===== src/shared/ppcs_cfg.svh =====
// Offsets, bit positions and reset values of the port PHY control/status bank
`ifndef PPCS_CFG_SVH
`define PPCS_CFG_SVH

// ----------------------------------------
// Register indices (byte address = 4 * index)
// ----------------------------------------
`define PPCS_IDX_P1_CTRL   6'h1D
`define PPCS_IDX_P1_STAT   6'h1E
`define PPCS_IDX_P1_STATX  6'h1F
`define PPCS_IDX_P2_CTRL   6'h2D
`define PPCS_IDX_P2_STAT   6'h2E
`define PPCS_IDX_P2_STATX  6'h2F
`define PPCS_IDX_P3_RSVC   6'h3D
`define PPCS_IDX_P3_RSVS   6'h3E
`define PPCS_IDX_P3_STATX  6'h3F

// ----------------------------------------
// Control register fields
// ----------------------------------------
`define PPCS_CTL_LED_OFF   7
`define PPCS_CTL_TX_DIS    6
`define PPCS_CTL_RESTART   5
`define PPCS_CTL_FEF_DIS   4
`define PPCS_CTL_PWR_DN    3
`define PPCS_CTL_XO_DIS    2
`define PPCS_CTL_FORCE_MDI 1
`define PPCS_CTL_LOOP      0

// ----------------------------------------
// Status register fields
// ----------------------------------------
`define PPCS_ST_MDIX       7
`define PPCS_ST_NEGOTIATION_COMPLETE    6
`define PPCS_ST_LINK       5
`define PPCS_SX_XALG       7
`define PPCS_SX_RSVD       6
`define PPCS_SX_POL        5

// ----------------------------------------
// Reset values and the LED-off blank pattern
// ----------------------------------------
`define PPCS_CTL_RST       8'h00
`define PPCS_XALG_RST      1'b1
`define PPCS_LED_BLANK     4'hF

`endif


===== src/shared/ppcs_pkg.sv =====
// Types shared by the port PHY control/status bank
package ppcs_pkg;

  // APB slave phase, one-hot
  typedef enum logic [1:0] {
    PPCS_IDLE   = 2'b01,
    PPCS_ACCESS = 2'b10
  } ppcs_apb_st_t;

  typedef logic [7:0] ppcs_byte_t;

endpackage : ppcs_pkg


===== src/rtl/ppcs_regs.sv =====
// Port PHY control and status register bank with APB slave
`timescale 1ns/1ps
`include "ppcs_cfg.svh"

// Function
// [RL1] LED-off bit drives all four port LED pins high; clear restores them.
// [RL2] Transmit-disable bit turns the port transmitter off.
// [RL3] Writing one to restart bit restarts auto-negotiation on that port.
// [RL4] Port 1 fault-disable bit stops far-end fault detect and pattern send.
// [RL5] Crossover-disable bit stops auto crossover; port 2 resets from strap.
// [RL6] Force bit picks MDI or MDI-X when auto off; port 2 resets from strap.
// [RL7] Loopback bit loops the other port's traffic at this port's PHY.
// [RL8] Status shows crossover state, negotiation done, link good; reset zero.
// [RL9] Status bits 4..0 show partner pause, 100F, 100H, 10F, 10H.
// [RL10] Second status bit 7 selects crossover algorithm, default one, not port 3.
// [RL11] Second status bit 5 shows receive polarity reversed, not port 3.
// [RL12] Second status bit 4 shows transmit flow control active.
// [RL13] Second status bit 3 shows receive flow control active.
// [RL14] Second status bit 2 shows speed, one for 100 Mbps.
// [RL15] Second status bit 1 shows duplex, one for full.
// [RL16] Second status bit 0 shows far-end fault, port 1 only.
// [RL17] Second status bit 6 is reserved and reads zero.
// [RL18] Port register sets sit at 0x1D, 0x2D; port 3 second status at 0x3F.
// [RL19] Port 3 control and status slots are reserved with no controls.
// [RL20] Power-down bit places the port PHY in power down.
module ppcs_regs (
  // Clock and reset
  input  wire logic        i_clk_sys,
  input  wire logic        i_sys_rst,
  // APB slave
  input  wire logic        i_psel,
  input  wire logic        i_penable,
  input  wire logic        i_pwrite,
  input  wire logic [7:0]  i_paddr,
  input  wire logic [31:0] i_pwdata,
  input  wire logic [3:0]  i_pstrb,
  output logic      [31:0] o_prdata,
  output logic             o_pready,
  output logic             o_pslverr,
  // Strap pins
  input  wire logic        i_port2_crossover_disable_strap,
  input  wire logic        i_port2_force_pairing_strap,
  // PHY status, index 0 is port 1
  input  wire logic [1:0]  i_mdix_status,
  input  wire logic [1:0]  i_negotiation_complete,
  input  wire logic [1:0]  i_link_good,
  input  wire logic [9:0]  i_partner_ability,
  input  wire logic [1:0]  i_polarity_reversed,
  input  wire logic        i_far_end_fault,
  // MAC status, index 2 is port 3
  input  wire logic [2:0]  i_tx_flow_active,
  input  wire logic [2:0]  i_rx_flow_active,
  input  wire logic [2:0]  i_speed_100,
  input  wire logic [2:0]  i_full_duplex,
  // LED sources from the port LED logic
  input  wire logic [7:0]  i_port_led_src,
  // PHY controls
  output logic      [7:0]  o_port_led,
  output logic      [1:0]  o_tx_disable,
  output logic      [1:0]  o_negotiation_restart,
  output logic             o_far_end_fault_disable,
  output logic      [1:0]  o_power_down,
  output logic      [1:0]  o_crossover_disable,
  output logic      [1:0]  o_force_mdi,
  output logic      [1:0]  o_loopback,
  output logic      [1:0]  o_crossover_algorithm_select
);

  // ----------------------------------------
  // Strap synchronisers
  // ----------------------------------------
  // Not reset, so the pin level flows through while reset is held
  logic [1:0] strap_s1_reg;
  logic [1:0] strap_s2_reg;

  always_ff @(posedge i_clk_sys) begin
    strap_s1_reg <= {i_port2_crossover_disable_strap, i_port2_force_pairing_strap};
    strap_s2_reg <= strap_s1_reg;
  end

  // ----------------------------------------
  // APB phase tracking
  // ----------------------------------------
  ppcs_pkg::ppcs_apb_st_t apb_st_reg;
  ppcs_pkg::ppcs_apb_st_t apb_st_next;

  wire        setup_ph = i_psel & ~i_penable;
  wire        access_ph = i_psel & i_penable;
  wire [5:0]  idx = i_paddr[7:2];
  wire        in_access = (apb_st_reg == ppcs_pkg::PPCS_ACCESS);
  wire        wr_en = access_ph & in_access & i_pwrite & i_pstrb[0];

  always_comb begin
    case (apb_st_reg)
      ppcs_pkg::PPCS_IDLE: begin
        apb_st_next = setup_ph ? ppcs_pkg::PPCS_ACCESS : ppcs_pkg::PPCS_IDLE;
      end
      ppcs_pkg::PPCS_ACCESS: begin
        apb_st_next = setup_ph ? ppcs_pkg::PPCS_ACCESS : ppcs_pkg::PPCS_IDLE;
      end
      default: begin
        apb_st_next = ppcs_pkg::PPCS_IDLE;
      end
    endcase
  end

  always_ff @(posedge i_clk_sys) begin
    if (i_sys_rst) begin
      apb_st_reg <= ppcs_pkg::PPCS_IDLE;
    end else begin
      apb_st_reg <= apb_st_next;
    end
  end

  // ----------------------------------------
  // Address decode
  // ----------------------------------------
  wire hit_p1_ctl  = (idx == `PPCS_IDX_P1_CTRL);                          // RL18
  wire hit_p1_st   = (idx == `PPCS_IDX_P1_STAT);                          // RL18
  wire hit_p1_sx   = (idx == `PPCS_IDX_P1_STATX);                         // RL18
  wire hit_p2_ctl  = (idx == `PPCS_IDX_P2_CTRL);                          // RL18
  wire hit_p2_st   = (idx == `PPCS_IDX_P2_STAT);                          // RL18
  wire hit_p2_sx   = (idx == `PPCS_IDX_P2_STATX);                         // RL18
  wire hit_p3_rsv  = (idx == `PPCS_IDX_P3_RSVC) |
                     (idx == `PPCS_IDX_P3_RSVS);                          // RL19
  wire hit_p3_sx   = (idx == `PPCS_IDX_P3_STATX);                         // RL18
  wire mapped      = hit_p1_ctl | hit_p1_st | hit_p1_sx | hit_p2_ctl |
                     hit_p2_st | hit_p2_sx | hit_p3_rsv | hit_p3_sx;

  wire [1:0] hit_ctl = {hit_p2_ctl, hit_p1_ctl};
  wire [1:0] hit_sx  = {hit_p2_sx, hit_p1_sx};

  // ----------------------------------------
  // Per PHY port control and status
  // ----------------------------------------
  ppcs_pkg::ppcs_byte_t ctrl_reg [2];
  ppcs_pkg::ppcs_byte_t stat0 [2];
  ppcs_pkg::ppcs_byte_t statx [3];
  logic [1:0]           xalg_reg;
  logic [1:0]           restart_reg;
  logic [7:0]           led_reg;

  genvar p;
  generate
    for (p = 0; p < 2; p = p + 1) begin : g_port
      wire       wr_ctl = wr_en & hit_ctl[p];
      wire       wr_sx  = wr_en & hit_sx[p];
      wire [7:0] ctl_next;
      // Restart is a command: it never stays set in the register
      assign ctl_next = wr_ctl ? (i_pwdata[7:0] & ~8'h20) : ctrl_reg[p];  // RL3

      always_ff @(posedge i_clk_sys) begin
        if (i_sys_rst) begin
          ctrl_reg[p] <= `PPCS_CTL_RST;
          if (p == 1) begin
            ctrl_reg[p][`PPCS_CTL_XO_DIS]    <= strap_s2_reg[1];          // RL5
            ctrl_reg[p][`PPCS_CTL_FORCE_MDI] <= strap_s2_reg[0];          // RL6
          end
          xalg_reg[p]    <= `PPCS_XALG_RST;
          restart_reg[p] <= 1'b0;
          led_reg[p*4 +: 4] <= 4'h0;
        end else begin
          ctrl_reg[p]    <= ctl_next;
          restart_reg[p] <= wr_ctl & i_pwdata[`PPCS_CTL_RESTART];         // RL3
          if (wr_sx) begin
            xalg_reg[p] <= i_pwdata[`PPCS_SX_XALG];                       // RL10
          end
          led_reg[p*4 +: 4] <= ctl_next[`PPCS_CTL_LED_OFF] ?
                               `PPCS_LED_BLANK : i_port_led_src[p*4 +: 4]; // RL1
        end
      end

      assign stat0[p] = {i_mdix_status[p],
                         i_negotiation_complete[p],
                         i_link_good[p],
                         i_partner_ability[p*5 +: 5]};                    // RL8 RL9
      assign statx[p] = {xalg_reg[p],                                     // RL10
                         1'b0,                                            // RL17
                         i_polarity_reversed[p],                          // RL11
                         i_tx_flow_active[p],                             // RL12
                         i_rx_flow_active[p],                             // RL13
                         i_speed_100[p],                                  // RL14
                         i_full_duplex[p],                                // RL15
                         (p == 0) ? i_far_end_fault : 1'b0};              // RL16
    end
  endgenerate

  // Port 3 is MII only: no algorithm or polarity bits
  assign statx[2] = {2'b00, 1'b0,
                     i_tx_flow_active[2],
                     i_rx_flow_active[2],
                     i_speed_100[2],
                     i_full_duplex[2],
                     1'b0};                                               // RL10 RL11 RL16

  // ----------------------------------------
  // Read mux
  // ----------------------------------------
  wire [7:0] rd_byte = hit_p1_ctl ? ctrl_reg[0] :
                       hit_p1_st  ? stat0[0]    :
                       hit_p1_sx  ? statx[0]    :
                       hit_p2_ctl ? ctrl_reg[1] :
                       hit_p2_st  ? stat0[1]    :
                       hit_p2_sx  ? statx[1]    :
                       hit_p3_sx  ? statx[2]    : 8'h00;                  // RL19

  // Read data is captured in setup so it stands stable through access
  always_ff @(posedge i_clk_sys) begin
    if (i_sys_rst) begin
      o_prdata  <= 32'h0000_0000;
      o_pready  <= 1'b0;
      o_pslverr <= 1'b0;
    end else begin
      if (setup_ph) begin
        o_prdata <= {24'h00_0000, rd_byte};
      end
      o_pready  <= setup_ph;
      o_pslverr <= setup_ph & ~mapped;
    end
  end

  // ----------------------------------------
  // Control outputs
  // ----------------------------------------
  always_ff @(posedge i_clk_sys) begin
    if (i_sys_rst) begin
      o_tx_disable                 <= 2'b00;
      o_far_end_fault_disable      <= 1'b0;
      o_power_down                 <= 2'b00;
      o_crossover_disable          <= 2'b00;
      o_force_mdi                  <= 2'b00;
      o_loopback                   <= 2'b00;
      o_crossover_algorithm_select <= {2{`PPCS_XALG_RST}};
    end else begin
      o_tx_disable  <= {ctrl_reg[1][`PPCS_CTL_TX_DIS], ctrl_reg[0][`PPCS_CTL_TX_DIS]};    // RL2
      o_far_end_fault_disable <= ctrl_reg[0][`PPCS_CTL_FEF_DIS];                       // RL4
      o_power_down  <= {ctrl_reg[1][`PPCS_CTL_PWR_DN], ctrl_reg[0][`PPCS_CTL_PWR_DN]};    // RL20
      o_crossover_disable <= {ctrl_reg[1][`PPCS_CTL_XO_DIS],
                              ctrl_reg[0][`PPCS_CTL_XO_DIS]};                          // RL5
      o_force_mdi   <= {ctrl_reg[1][`PPCS_CTL_FORCE_MDI],
                        ctrl_reg[0][`PPCS_CTL_FORCE_MDI]};                             // RL6
      o_loopback    <= {ctrl_reg[1][`PPCS_CTL_LOOP], ctrl_reg[0][`PPCS_CTL_LOOP]};      // RL7
      o_crossover_algorithm_select <= xalg_reg;                                        // RL10
    end
  end

  assign o_port_led            = led_reg;
  assign o_negotiation_restart = restart_reg;

  // ----------------------------------------
  // Assertions
  // ----------------------------------------
  led_blank_a: assert property ( // RL1
    @(posedge i_clk_sys) disable iff (i_sys_rst)
    (wr_en && hit_p1_ctl && i_pwdata[`PPCS_CTL_LED_OFF]) |=> o_port_led[3:0] == 4'hF)
    else $error("port 1 LEDs not blanked after LED-off write");

  tx_disable_a: assert property ( // RL2
    @(posedge i_clk_sys) disable iff (i_sys_rst)
    (wr_en && hit_p2_ctl) |=> ##1 o_tx_disable[1] == $past(i_pwdata[`PPCS_CTL_TX_DIS], 2))
    else $error("port 2 transmit disable does not follow write");

  restart_pulse_a: assert property ( // RL3
    @(posedge i_clk_sys) disable iff (i_sys_rst)
    (wr_en && hit_p1_ctl && i_pwdata[`PPCS_CTL_RESTART])
      |=> o_negotiation_restart[0] ##1 !o_negotiation_restart[0])
    else $error("restart is not a single-cycle pulse");

  fault_disable_a: assert property ( // RL4
    @(posedge i_clk_sys) disable iff (i_sys_rst)
    (wr_en && hit_p1_ctl) |=> ##1 o_far_end_fault_disable == $past(i_pwdata[4], 2))
    else $error("fault disable does not follow port 1 write");

  strap_load_a: assert property ( // RL5
    @(posedge i_clk_sys)
    $fell(i_sys_rst) |-> ctrl_reg[1][`PPCS_CTL_XO_DIS] == $past(strap_s2_reg[1]))
    else $error("port 2 crossover disable not loaded from strap");

  loopback_set_a: assert property ( // RL7
    @(posedge i_clk_sys) disable iff (i_sys_rst)
    (wr_en && hit_p1_ctl) |=> ##1 o_loopback[0] == $past(i_pwdata[0], 2))
    else $error("port 1 loopback does not follow write");

  status_read_a: assert property ( // RL8
    @(posedge i_clk_sys) disable iff (i_sys_rst)
    (setup_ph && hit_p2_st) |=> o_pready && o_prdata[7:0] == $past(stat0[1]))
    else $error("port 2 status read mismatch");

  rsvd_zero_a: assert property ( // RL17
    @(posedge i_clk_sys) disable iff (i_sys_rst)
    (setup_ph && (hit_p1_sx || hit_p2_sx || hit_p3_sx)) |=> !o_prdata[`PPCS_SX_RSVD])
    else $error("reserved status bit reads one");

  port3_slot_a: assert property ( // RL19
    @(posedge i_clk_sys) disable iff (i_sys_rst)
    (setup_ph && hit_p3_rsv) |=> o_prdata == 32'h0000_0000 && !o_pslverr)
    else $error("port 3 reserved slot not zero");

  port3_xalg_a: assert property ( // RL10
    @(posedge i_clk_sys) disable iff (i_sys_rst)
    (setup_ph && hit_p3_sx) |=> o_prdata[7] == 1'b0 && o_prdata[5] == 1'b0)
    else $error("port 3 reads PHY-only bits");

  port2_restart_a: assert property ( // RL3
    @(posedge i_clk_sys) disable iff (i_sys_rst)
    (wr_en && hit_p2_ctl && i_pwdata[`PPCS_CTL_RESTART])
      |=> o_negotiation_restart[1] ##1 !o_negotiation_restart[1])
    else $error("port 2 restart is not a single-cycle pulse");

  power_down_a: assert property ( // RL20
    @(posedge i_clk_sys) disable iff (i_sys_rst)
    (wr_en && hit_p1_ctl) |=> ##1 o_power_down[0] == $past(i_pwdata[`PPCS_CTL_PWR_DN], 2))
    else $error("port 1 power down does not follow write");

  force_mdi_a: assert property ( // RL6
    @(posedge i_clk_sys) disable iff (i_sys_rst)
    (wr_en && hit_p2_ctl) |=> ##1 o_force_mdi[1] == $past(i_pwdata[`PPCS_CTL_FORCE_MDI], 2))
    else $error("port 2 force pairing does not follow write");

  xo_disable_a: assert property ( // RL5
    @(posedge i_clk_sys) disable iff (i_sys_rst)
    (wr_en && hit_p1_ctl) |=> ##1 o_crossover_disable[0] == $past(i_pwdata[`PPCS_CTL_XO_DIS], 2))
    else $error("port 1 crossover disable does not follow write");

  led_follow_a: assert property ( // RL1
    @(posedge i_clk_sys) disable iff (i_sys_rst)
    (!wr_en && !ctrl_reg[1][`PPCS_CTL_LED_OFF]) |=> o_port_led[7:4] == $past(i_port_led_src[7:4]))
    else $error("port 2 LEDs do not follow their source");

  xalg_write_a: assert property ( // RL10
    @(posedge i_clk_sys) disable iff (i_sys_rst)
    (wr_en && hit_p1_sx) |=> ##1 o_crossover_algorithm_select[0] == $past(i_pwdata[7], 2))
    else $error("port 1 algorithm select does not follow write");

  unmapped_err_a: assert property ( // RL18
    @(posedge i_clk_sys) disable iff (i_sys_rst)
    (setup_ph && !mapped) |=> o_pready && o_pslverr && o_prdata == 32'h0000_0000)
    else $error("unmapped access not answered with error");

  far_fault_a: assert property ( // RL16
    @(posedge i_clk_sys) disable iff (i_sys_rst)
    (setup_ph && hit_sx != 2'b00)
      |=> o_prdata[0] == ($past(hit_p1_sx) && $past(i_far_end_fault)))
    else $error("far-end fault bit wrong for port");

  polarity_read_a: assert property ( // RL11
    @(posedge i_clk_sys) disable iff (i_sys_rst)
    (setup_ph && hit_p1_sx) |=> o_prdata[5] == $past(i_polarity_reversed[0]))
    else $error("port 1 polarity bit mismatch");

  tx_flow_a: assert property ( // RL12
    @(posedge i_clk_sys) disable iff (i_sys_rst)
    (setup_ph && hit_p3_sx) |=> o_prdata[4] == $past(i_tx_flow_active[2]))
    else $error("port 3 transmit flow bit mismatch");

  rx_flow_a: assert property ( // RL13
    @(posedge i_clk_sys) disable iff (i_sys_rst)
    (setup_ph && hit_p2_sx) |=> o_prdata[3] == $past(i_rx_flow_active[1]))
    else $error("port 2 receive flow bit mismatch");

  speed_read_a: assert property ( // RL14
    @(posedge i_clk_sys) disable iff (i_sys_rst)
    (setup_ph && hit_p1_sx) |=> o_prdata[2] == $past(i_speed_100[0]))
    else $error("port 1 speed bit mismatch");

  duplex_read_a: assert property ( // RL15
    @(posedge i_clk_sys) disable iff (i_sys_rst)
    (setup_ph && hit_p3_sx) |=> o_prdata[1] == $past(i_full_duplex[2]))
    else $error("port 3 duplex bit mismatch");

  rsvd_write_a: assert property ( // RL19
    @(posedge i_clk_sys) disable iff (i_sys_rst)
    (wr_en && hit_p3_rsv)
      |=> ctrl_reg[0] == $past(ctrl_reg[0]) && ctrl_reg[1] == $past(ctrl_reg[1]))
    else $error("reserved slot write changed a control register");

endmodule : ppcs_regs


===== config.mk =====
export PLATFORM = sky130hd
export DESIGN_NAME = ppcs_regs
export DESIGN_NICKNAME = d
export VERILOG_FILES = /design/src/shared/ppcs_pkg.sv /design/src/rtl/ppcs_regs.sv
export VERILOG_INCLUDE_DIRS = /design/src /design/src/shared
export SDC_FILE = /design/constraint.sdc
export NUM_CORES = 1
export LEC_CHECK = 0
export BUFFER_PORTS_ARGS = -buffer_cell sky130_fd_sc_hd__buf_2
export CAP_MARGIN = 20
export CORE_MARGIN = 2
export CORE_UTILIZATION = 33
export DETAILED_ROUTE_END_ITERATION = 16
export PLACE_DENSITY = 0.61
export SYNTH_ARGS = -nofsm -noshare
export SYNTH_HDL_FRONTEND = slang
export SYNTH_SLANG_ARGS = --single-unit
export TNS_END_PERCENT = 50

===== constraint.sdc =====
create_clock -name i_clk_sys -period 5.11 [get_ports i_clk_sys]
set_clock_uncertainty 0.15 [all_clocks]
set_input_delay 0.2555 -clock i_clk_sys [delete_from_list [all_inputs] [get_ports i_clk_sys]]
set_output_delay 0.2555 -clock i_clk_sys [all_outputs]
set_load 0.02 [all_outputs]

==> results, run 1 <==
- The run finished with clean final reports.
- The largest buffer count on any clock path is 2.
- In the synthesized netlist, mux cells make up 7.54% of the area.
- The number of hold violations in the final report is 0.
- The most common library cell in the layout ignoring fill and taps is buf_2.
- In this design, the stage delay of the slowest critical-path cell is 430 ps.
- For this run, global-route usage on met3 was measured as 3.90%.
- The initial standard-cell utilization of the core is 34.4%.
- Wires add up to 6310 µm.
- The startpoint identified for the worst register-to-register timing path is apb_st_reg[0].
- The share of layout cells above drive strength 1 is 32.0%.
- Clock latency on the worst-skew pair, taken at its later pin, is 310 ps.
- Summing all placed instances gives a cell area of 0.00292 mm².
- The final net count is 440.
- The setup violation total in the final timing report is 0.
- TritonCTS built the clock tree.
- The total congestion overflow after global routing is 0.
- The internal power summed over all cells is 0.000590 W.
- The clock tree root driver cell is clkbuf_8.
- Counting flops with an async set or reset pin after synthesis yields a share of 0%.
- The end of the worst register-to-register path is o_port_led[1].
- The worst setup path is launched from a flip-flop.
- At the pin with the least slew margin, the transition time is 903 ps.
- The number of iterations in the first detailed-routing pass is 4.
- The first global-routing pass estimated 9750 µm of wire.
- The initialized floorplan defines 31 standard-cell rows.
- The weighted congestion reported at the end of routability-driven placement is 0.881.
- Setup repair after global routing left no endpoint under its margin.
- The clock period could shrink to 2000 ps.
- The basic-gate share of the synthesized area counting and, or, nand and nor cells is 20.1%.
- The worst-case IR drop observed on VDD is 0.000118 V.
- In the final routed layout, each cell accounts on average for 14.0 µm.
- On the final layout, the worst hold slack is 9.80 ps.
- In the synthesized netlist, the number of instances is 264.
- In the routed layout, each cell is associated on average with a via count of 4.67.
- The total area of multi-input combinational cells is 0.00117 mm².
- After the first detailed-routing iteration, the DRC count stood at 88.
- The fill cell total of the finished layout is 760.
- The kind of end point of the critical path is a flip-flop.
- The antenna diode count is 0.
- The xor/xnor cell area share of the yosys netlist is 0%.
- The worst hold path depth is 3.
- Post-CTS timing repair inserted 0 buffers for setup.
- The count of final max-slew check failures was 0.
- In the global route stage, met1 resource usage came out at 19.5%.
- Entering global routing, the biggest net connects 53 pins.
- The number of global-route vias before repair was 1930.
- Traced cell by cell, the critical path runs through inv_1, ha_1, and4_1, nand4_4, mux2i_2, a21oi_1.
- The total of buffers placed on input and output ports is 93.
- After synthesis the cells add up to 0.00252 mm².
- In the layout the commonest cells are buf_2, dfxtp_1, conb_1, nor2_1.
- The number of max-capacitance violations reported is 0.
- The flop-to-flop setup slack is 3110 ps.
- In this run, synthesis inferred 2 flip-flops with an integrated enable.
- The areal power density over the cells is 264 mW/mm².
- After synthesis, the cell types taking the most area are dfxtp_1, buf_4, mux2i_1.
- The slowest stage of the critical path belongs to the cell mux2i_2.
- Summing over every cut layer, the via total after detailed routing is 2097.
- Sequential cells were found to cover 44.4% of the synthesized design area.
- The die span in x is 91.4 µm.
- The hold path endpoint is o_port_led[4].
- The number of levels in the clock H-tree is 2.
- Summing the areas of all compound-gate instances in the mapped netlist gives 14.6% of the synthesized area.
- The setup TNS after final layout is 0 ps.
- The hold path startpoint is i_port_led_src[4].
- The normalized max-slew margin is 39.8%.
- From bottom edge to top edge, the die measures 91.4 µm.
- The largest area contributor in the netlist is dfxtp_1.
- The arrival time of the worst setup path is 2020 ps.
- The power share of the sequential group is 55.1%.
- The flip-flop count of the largest register, all copies and words added is 14.
- The proportion of total power due to net switching is 26.7%.
- Of the post-synthesis cell area, the dominant cell type holds 42.1%.
- The adder-cell share of the synthesized area is 0.496%.
- The worst min-delay path class is in2reg.
- The share of the clock period used by the worst path after layout is 39.2%.
- The switching power of the nets is 0.000215 W.
- The number of warnings reported in the yosys synthesis log is 0.
- The initial antenna violation count is 0.
- In this run, distinct cell masters in the synthesized netlist total 48.
- The total area of sequential cells is 0.00112 mm².
- The layer flagged by global routing as most heavily used is met2.
- In this run the remaining antenna-violating nets after routing total 0.
- The data required time of the worst path is 5130 ps.
- The per-instance average area after synthesis is 9.55 µm².
- The highest fanout seen on the critical path is 8.
- The dominant synthesized flop cell is dfxtp_1.
- The global routing usage summed across all routing layers is 14.9%.
- The number of placed cells counting well taps is 438.
- The number of clock sinks seen by CTS is 55.
- For the worst flop-to-flop path, the logic depth is 6.
- In this design, the largest share of critical-path delay is due to simple AND/OR/NAND/NOR gates.
- The critical path class is reg2reg.
- The area of the core is 0.00733 mm².
- Based on the critical path, the design can be clocked at up to 499 MHz.
- The combinational group share of total power is 13.0%.
- The clock buffer count from CTS is 5.
- The wire-length estimate of the detail-placed layout is 4640 µm.
- After clock tree synthesis, the clock-pin slew on the worst setup and hold paths is 100 ps.
- The number of primary I/O pins is 147.
- The die area is 0.00836 mm².
- The leakage power summed over all cells is 1.47 nW.
- Global routing used 24.2% of the available met2 tracks.
- For this run, the number of standard cells in the final layout without fillers is 449.
- The clock network fraction of design power is 31.9%.
- After synthesis the netlist holds a flip-flop and latch count of 55.
- Together, buffers and inverters on the worst path number 1.
- The final cell area excluding filler cells is 0.00305 mm².
- The largest family of logic cells by synthesized area is simple AND/OR/NAND/NOR gates.
- The area growth from synthesis to final layout is 20.8%.
- For this run, design rule violations remaining after detail routing come to 0.
[cell type report]
class / count / area share, %
well taps: 99 / 4.06
flip-flops and latches: 55 / 36.8
multi-input cells: 180 / 38.3
repair buffers: 96 / 16.3
inverters: 11 / 1.35
clock buffers: 6 / 2.71
clock inverters: 2 / 0.534
[metal layers]
layer / vias to the layer above / share of wire [%]
li1: 1037 / -
met1: 954 / 43
met2: 100 / 47
met3: 6 / 8.9
met4: 0 / 1.0
met5: - / 0
[cell usage after synthesis (5+ instances only)]
master,number
dfxtp_1,53
o21ai_0,5
clkbuf_1,8
mux2i_1,14
inv_1,11
a21oi_1,12
nor2_1,23
nand2_1,10
a211oi_1,7
buf_4,26
nor2b_1,14
nand2b_1,11
[worst min-delay path, cell delays in order]
cell	delay, ps
buf_2	90
inv_1	40
a21oi_1	50
[cell families after synthesis]
kind of cell,after synthesis
compound gates,51
mux,18
buf+inv,52
flops,55
other cells,1
simple gates,86
fa+ha+maj,1
[what timing repair did]
item / CTS / global route
endpoints found under the setup margin: 0 / 0
resized for setup: 0 / 0
hold buffers: 3 / 0
endpoints found under the hold margin: 3 / 0
[stage by stage]
step	power, W	util [%]	setup slack, ps
5_1_grt	0.000840	41.6	2950
6_report	0.000805	41.6	3110
2_1_floorplan	0.000532	-	3450
4_1_cts	0.000812	41.6	3060
3_3_place_gp	0.000555	39.8	2980
3_5_place_dp	0.000557	39.8	2970
[power by group through the flow]
stage          clock network (W)  logic [W]  registers [W]
3_3_place_gp                   0   0.000102       0.000453
6_report                0.000256   0.000105       0.000443
2_1_floorplan                  0  0.0000709       0.000461
4_1_cts                 0.000264   0.000105       0.000443
5_1_grt                 0.000280   0.000115       0.000444
3_5_place_dp                   0   0.000103       0.000453
[worst max-delay path by stage]
stage,from,endpoint,slack (ps),cells past startpoint
after CTS,apb_st_reg[0],o_port_led[1],3060,6
after floorplan,apb_st_reg[0],o_port_led[0],3450,7
after global placement,i_paddr[6],o_port_led[6],2980,5
after detailed placement,i_paddr[6],o_port_led[7],2970,5
final,apb_st_reg[0],o_port_led[1],3110,6
after global routing,apb_st_reg[0],o_port_led[1],2950,6
Power figures use the tool's default switching activity.
==> run 2, diff against run 1 <==
ABC_AREA = 1   (was unset)
PLACE_DENSITY = 0.62   (was 0.61)
clock period = 2 ns   (was 5.11 ns; I/O delays follow)
==> results, run 2 <==
- The most common library cell in the layout ignoring fill and taps is buf_2.
- The per-cell routed wire length is 11.6 µm (-17%).
- The final non-filler cell total came to 530 (+18%).
- The number of enable-type register cells in the synthesized netlist is 2 (unchanged).
- The peak clock frequency supported by timing is 661 MHz (+32%).
- The total via count after detailed routing is 2309 (+10%).
- The sum of routed wire length over all layers was 6160 µm (-2.3%).
- The global routing usage summed across all routing layers was 14.8% (-0.064 points).
- The cell depth of the worst flop-to-flop path is 6 (unchanged).
- The flop-to-flop setup slack is 490 ps (-2620 ps).
- The number of buffers and inverters on the critical path is 2 (+1).
- The count of final max-slew check failures is 0 (unchanged).
- The tightest hold margin is 11.3 ps (+1.50 ps).
- The total number of placement rows is 31 (unchanged).
- The area share of the largest cell type after synthesis was 42.8% (+0.79 points).
- The maximum ir drop on the vdd rail is 0.000296 V (+150%).
- The share of layout cells above drive strength 1 is 30.9% (-1.1 points).
- The area of the core is 0.00725 mm² (-1.1%).
- The data required time of the worst path is 1880 ps (-3250 ps).
- The total of cells resized after clock tree synthesis came to 0 (unchanged).
- The number of max-capacitance violations reported is 0 (unchanged).
- The clock buffer count from CTS is 5 (unchanged).
- The final net count is 521 (+18%).
- The die span in x is 90.6 µm (-0.89%).
- The count of cell types in the netlist is 31 (-35%).
- The antenna diode count is 0 (unchanged).
- The critical register-to-register path startpoint is apb_st_reg[0].
- The clock network fraction of design power is 30.7% (-1.2 points).
- The final critical-path required period is 1510 ps (-491 ps).
- The top cell types in the final layout, fill and taps aside, are buf_2, dfxtp_1, nand2_1, nor2_1, inv_1.
- The number of synthesized register bits was 55 (unchanged).
- The setup TNS after final layout came to 0 ps (unchanged).
- The proportion of total power due to net switching is 27.0% (+0.29 points).
- The area of the mapped netlist is 0.00248 mm² (-1.8%).
- The initial standard-cell utilization of the core is 34.1% (-0.27 points).
- The setup violation total in the final timing report is 0 (unchanged).
- The internal power summed over all cells came to 0.00148 W (+150%).
- The leakage power summed over all cells is 1.64 nW (+12%).
- The switching power of the nets is 0.000548 W (+160%).
- The routed via count divided by cell count was 4.36 (-6.7%).
- The worst slack after detailed placement is 484 ps (-2480 ps).
- The fill cell total of the finished layout was 736 (-3.2%).
- The cell with the biggest individual delay on the critical path is dfxtp_1.
- On the critical path the largest part of the delay comes from simple AND/OR/NAND/NOR gates.
- By area the synthesized netlist is led by dfxtp_1, nand2_1, buf_4.
- STA classifies the critical path startpoint as a flip-flop.
- The critical path class is reg2reg.
- The die area is 0.00821 mm² (-1.8%).
- The most critical setup path has its endpoint at ctrl_reg[1][1].
- The flow ran to the end, and the final reports show no timing, DRC or antenna violations.
- The number of buffers added to fix hold violations after cts is 19 (+16).
- The share of flip-flops with an asynchronous set or reset after synthesis is 0% (unchanged).
- The largest area contributor in the netlist is dfxtp_1.
- The arrival time of the worst setup path is 1390 ps (-630 ps).
- The number of placed cells counting well taps is 503 (+15%).
- The detailed router's first-iteration violation count is 112 (+27%).
- In this run the clock root is driven by a clkbuf_8.
- The number of clock sinks seen by CTS came to 55 (unchanged).
- The clock-pin transition on the worst setup and hold timing paths came to 100 ps (about the same).
- The placed wire-length estimate after detailed placement is 4600 µm (-0.76%).
- dfxtp_1 is the most common cell in the netlist.
- The number of levels in the clock H-tree is 2 (unchanged).
- The maximum number of pins on one net before global-route repair is 28 (-47%).
- The number of primary I/O pins came to 147 (unchanged).
- The combinational group share of total power is 13.7% (+0.7 points).
- The weighted congestion reported at the end of routability-driven placement came to 0.882 (+0.10%).
- The number of iterations in the first detailed-routing pass was 4 (unchanged).
- The power share of the sequential group is 55.7% (+0.6 points).
- The DRC violation count after routing is 0 (unchanged).
- The source of the critical timing path is apb_st_reg[0].
- The worst setup slack after layout came to 487 ps (-2620 ps).
- The share of the clock period used by the worst path after layout came to 75.7% (+36 points).
- The flip-flop count of the largest register, all copies and words added came to 14 (unchanged).
- The total of buffers placed on input and output ports is 93 (unchanged).
- The number of buffers inserted to repair setup after CTS is 0 (unchanged).
- The total congestion overflow after global routing is 0 (unchanged).
- The total number of cells along the worst setup path is 6 (unchanged).
- In this run the critical register-to-register path is captured at ctrl_reg[1][1].
- The number of warnings reported in the yosys synthesis log came to 0 (unchanged).
- The largest buffer count on any clock path is 2 (unchanged).
- The first-pass GRT wire length is 9860 µm (+1.1%).
- The number of hold violations in the final report came to 0 (unchanged).
- From synthesis to final layout, the design area changed by 30.1%.
- The initial antenna violation count is 0 (unchanged).
- Setup repair after global routing left no endpoint under its margin.
- The worst hold path belongs to the class in2reg.
- The kind of end point of the critical path is a flip-flop.
- The CTS tree is built.
- The portion of the post-synthesis area used by sequential elements is 45.3% (+0.83 points).
- The height of the chip is 90.6 µm (-0.89%).
- Counting instances in the post-synthesis netlist gives the leading cell types as dfxtp_1, nand2_1, nor2_1.
- The clock latency reported for the late side of the worst-skew pair is 310 ps (about the same).
- The critical path goes through inv_1, ha_1, nand3_2, nor2_4, inv_2, nand2_1.
- The number of instances in the synthesized netlist is 318 (+20%).
- The residual antenna-violating net count after detailed routing is 0 (unchanged).
- The highest fanout seen on the critical path is 10 (+2).
- The delay of the slowest cell on the worst path came to 310 ps (-120 ps).
- The per-instance average area after synthesis is 7.79 µm² (-19%).
- The number of global-route vias before repair came to 2146 (+11%).
- Among all flip-flop cells after synthesis, the most frequent one is dfxtp_1.
- The areal power density over the cells is 631 mW/mm² (+140%).
## run 2: worst reg2reg max path, stage by stage (launching register included)
cell and delay, ps:
dfxtp_1 310, inv_1 50, ha_1 160, nand3_2 180, nor2_4 180, inv_2 110
nand2_1 100
## run 2: power by group through the flow
stage	sequential, W	clock (W)	combinational, W
final	0.00113	0.000624	0.000278
after global routing	0.00113	0.000696	0.000303
after CTS	0.00113	0.000648	0.000277
after detailed placement	0.00116	0	0.000248
after global placement	0.00116	0	0.000245
after floorplan	0.00118	0	0.000162
## run 2: worst min-delay path by stage
stage / startpoint / end / slack [ps] / depth (start not counted)
4_1_cts: i_paddr[7] / o_pslverr / 3 / 4
2_1_floorplan: i_port2_force_pairing_strap / strap_s1_reg[0] / -20 / 0
3_3_place_gp: i_port2_crossover_disable_strap / strap_s1_reg[1] / 60 / 1
6_report: i_paddr[7] / o_pslverr / 10 / 4
5_1_grt: i_negotiation_complete[0] / o_prdata[6] / 70 / 5
3_5_place_dp: i_port2_force_pairing_strap / strap_s1_reg[0] / 60 / 1
## run 2: layout make-up
cell class / instances / area [µm²] / share of cell area [%]
clock buffer: 5 / 68.8 / 2.14
clock inverter: 3 / 22.5 / 0.699
timing repair buffer: 116 / 686 / 21.3
tap: 99 / 124 / 3.85
multi-input combinational: 214 / 1050 / 32.8
inverter: 38 / 144 / 4.47
sequential: 55 / 1120 / 34.8
## run 2: metrics by stage
stage / area, µm² / utilization [%] / power [W]
6_report: 3220 / 44.4 / 0.00203
5_1_grt: 3220 / 44.4 / 0.00213
4_1_cts: 3220 / 44.4 / 0.00206
3_5_place_dp: 2940 / 40.5 / 0.00140
3_3_place_gp: 2940 / 40.5 / 0.00140
2_1_floorplan: 2560 / - / 0.00134
## run 2: logic make-up after synthesis
family | synth area share [%]
and+or+nand+nor | 26.9
buffers and inverters | 15.6
DFF | 45.3
AOI/OAI and AO/OA | 11.5
adders and majority gates | 0.505
other | 0.151
## run 2: layer usage
metal  track usage (%)  vias up  wire length (µm)
met5                 0        -                 0
met4              2.31        0                25
met3              4.01        4               438
met2              25.7       92              3030
met1              18.6     1022              2670
li1                  -     1191                 -
==> run 3, diff against run 2 <==
PLACE_DENSITY = 0.64   (was 0.62)
clock period = 1.3 ns   (was 2 ns; I/O delays follow)
==> results, run 3 (synthesized netlist as in run 2, its figures left out) <==
- The run finished, with violations left.
- The checks that failed: setup timing.
- The number of iterations in the first detailed-routing pass is 4 (unchanged).
- In this run the most critical hold path is launched from i_link_good[1].
- The path class of the tightest hold or removal check is in2reg.
- The nature of the critical path startpoint is a flip-flop.
- Setup repair after global routing could not meet its margin everywhere.
- The source of the critical timing path is apb_st_reg[0].
- The total via count after detailed routing is 2420 (+4.8%).
- The CTS tree is built.
- The placed wire-length estimate after detailed placement was 4930 µm (+7.2%).
- The total of buffers placed on input and output ports came to 93 (unchanged).
- The number of clock sinks seen by CTS was 55 (unchanged).
- The final net count came to 549 (+5.4%).
- The die area is 0.00821 mm² (unchanged).
- The final critical-path required period was 1360 ps (-153 ps).
- The number of hold violations in the final report came to 0 (unchanged).
- The per-cell routed wire length is 11.5 µm (-1.3%).
- The antenna diode count is 0 (unchanged).
- The data required time of the worst path is 1390 ps (-490 ps).
- The routed via count divided by cell count is 4.34 (-0.45%).
- The fill cell total of the finished layout is 701 (-4.8%).
- The flip-flop count of the largest register, all copies and words added is 14 (unchanged).
- The leakage power summed over all cells came to 1.79 nW (+9.2%).
- The highest fanout seen on the critical path was 11 (+1).
- The power share of the sequential group came to 50.6% (-5.1 points).
- The switching power of the nets is 0.000821 W (+50%).
- The clock-pin transition on the worst setup and hold timing paths is 100 ps (about the same).
- The total number of placement rows is 31 (unchanged).
- The total area of multi-input combinational cells is 0.00113 mm² (+7.5%).
- The initial antenna violation count is 0 (unchanged).
- The arrival time of the worst setup path was 1450 ps (+60 ps).
- The most common library cell in the layout ignoring fill and taps is buf_2.
- The sum of routed wire length over all layers is 6400 µm (+3.9%).
- The number of global-route vias before repair is 2320 (+8.1%).
- The setup TNS after final layout came to -818 ps (-818 ps).
- The clock network fraction of design power is 35.6% (+4.9 points).
- The number of primary I/O pins came to 147 (unchanged).
- The internal power summed over all cells was 0.00262 W (+76%).
- The initial standard-cell utilization of the core came to 34.1% (unchanged).
- The number of levels in the clock H-tree is 2 (unchanged).
- The signal on the critical path passes through inv_2, ha_4, nand3_4, nor2_4, inv_4, buf_4, a21oi_1.
- The critical path class is reg2reg.
- The worst setup slack after layout is -60.6 ps (-547 ps).
- The area of the core came to 0.00725 mm² (unchanged).
- The global routing usage summed across all routing layers was 15.7% (+0.96 points).
- The number of max-capacitance violations reported was 0 (unchanged).
- The maximum number of pins on one net before global-route repair is 28 (unchanged).
- The die span in x came to 90.6 µm (unchanged).
- The weighted congestion reported at the end of routability-driven placement is 0.838 (-5.0%).
- The end-of-flow core utilization is 49.4% (+5.0 points).
- The DRC violation count after routing is 0 (unchanged).
- The total area of sequential cells is 0.00112 mm² (+0.11%).
- The cell with the biggest individual delay on the critical path is dfxtp_2.
- The detailed router's first-iteration violation count came to 86 (-23%).
- The total congestion overflow after global routing is 0 (unchanged).
- The first-pass GRT wire length is 10500 µm (+6.9%).
- The peak clock frequency supported by timing is 735 MHz (+11%).
- The clock latency reported for the late side of the worst-skew pair is 300 ps (about the same).
- The areal power density over the cells was 960 mW/mm² (+52%).
- The delay of the slowest cell on the worst path is 320 ps (about the same).
- The kind of end point of the critical path is a flip-flop.
- From synthesis to final layout, the design area changed by 44.7%.
- The residual antenna-violating net count after detailed routing is 0 (unchanged).
- The combinational group share of total power was 13.8% (about the same).
- The height of the chip is 90.6 µm (unchanged).
- The count of final max-slew check failures is 0 (unchanged).
- The setup violation total in the final timing report was 24 (+24).
- The proportion of total power due to net switching is 23.9% (-3.1 points).
- The maximum ir drop on the vdd rail came to 0.000536 V (+81%).
- In this run the critical register-to-register path is launched from apb_st_reg[0].
- The clock tree root driver cell is clkbuf_8.
- The largest buffer count on any clock path was 2 (unchanged).
- The clock buffer count from CTS is 5 (unchanged).
- In the layout the commonest cells are buf_2, dfxtp_1, nand2_1, nor2_1, inv_1.
- The share of layout cells above drive strength 1 is 37.0% (+6.2 points).
- The share of the clock period used by the worst path after layout is 105% (+29 points).
-- run 3: cell count changes in the layout (fill, tap and decap cells not counted), sizes merged --
cell	previous run	this run
dlygate4sd3	19	25
bufinv	0	1
inv	39	37
buf	97	119
clkinv	2	1
clkbuf	5	7
-- run 3: layout make-up --
type	count	area share, %
multi-input cells	214	31.6
flip-flops and latches	55	31.3
repair buffers	144	25.9
inverters	38	4.16
well taps	99	3.46
clock buffers	7	2.72
clock inverters	1	0.838
-- run 3: layer usage --
layer / vias to the layer above / part of all wire, % / track usage, %
met1: 1085 / 44 / 19.6
met3: 5 / 7.0 / 4.42
met2: 79 / 48 / 27.6
met4: 0 / 0.53 / 2.31
met5: - / 0 / 0
li1: 1251 / - / -
-- run 3: worst paths after layout --
check	to	slack [ps]	depth (start not counted)
worst min-delay path	o_prdata[5]	6	5
worst min register to register	strap_s2_reg[0]	190	0
worst max register to register	ctrl_reg[0][6]	-60	7
worst max-delay path	ctrl_reg[0][6]	-60	7
-- run 3: through the flow --
stage	instance area (µm²)	power [W]	setup slack, ps	cells	hold WS (ps)
floorplan	2580	0.00206	-30.8	341	-57.3
global placement	3130	0.00218	-46.9	524	20.4
detailed placement	3130	0.00219	-90.0	524	22.9
CTS	3540	0.00347	-95.6	558	0.885
global route	3580	0.00360	-144	558	23.3
finish	3580	0.00344	-60.6	558	6.26
-- run 3: power by group through the flow --
stage               combinational [W]  sequential, W  clock (W)
floorplan                    0.000250        0.00181          0
global placement             0.000402        0.00178          0
detailed placement           0.000407        0.00178          0
CTS                          0.000467        0.00174    0.00126
global route                 0.000522        0.00175    0.00133
finish                       0.000474        0.00174    0.00122
-- run 3: critical path, delay by kind of cell (launching register included) --
family / cells / cell delay [ps]
fa+ha+maj: 1 / 140
compound gates: 1 / 120
flops: 1 / 320
buf+inv: 3 / 280
simple gates: 2 / 290
-- run 3: what timing repair did --
action                                  in CTS  in global routing
hold buffers                                25                  0
hold endpoints to repair                    30                  0
endpoints found under the setup margin      27                 28
gates resized for setup                      7                 18
buffers inserted                             1                  0
pin swaps                                    1                  3
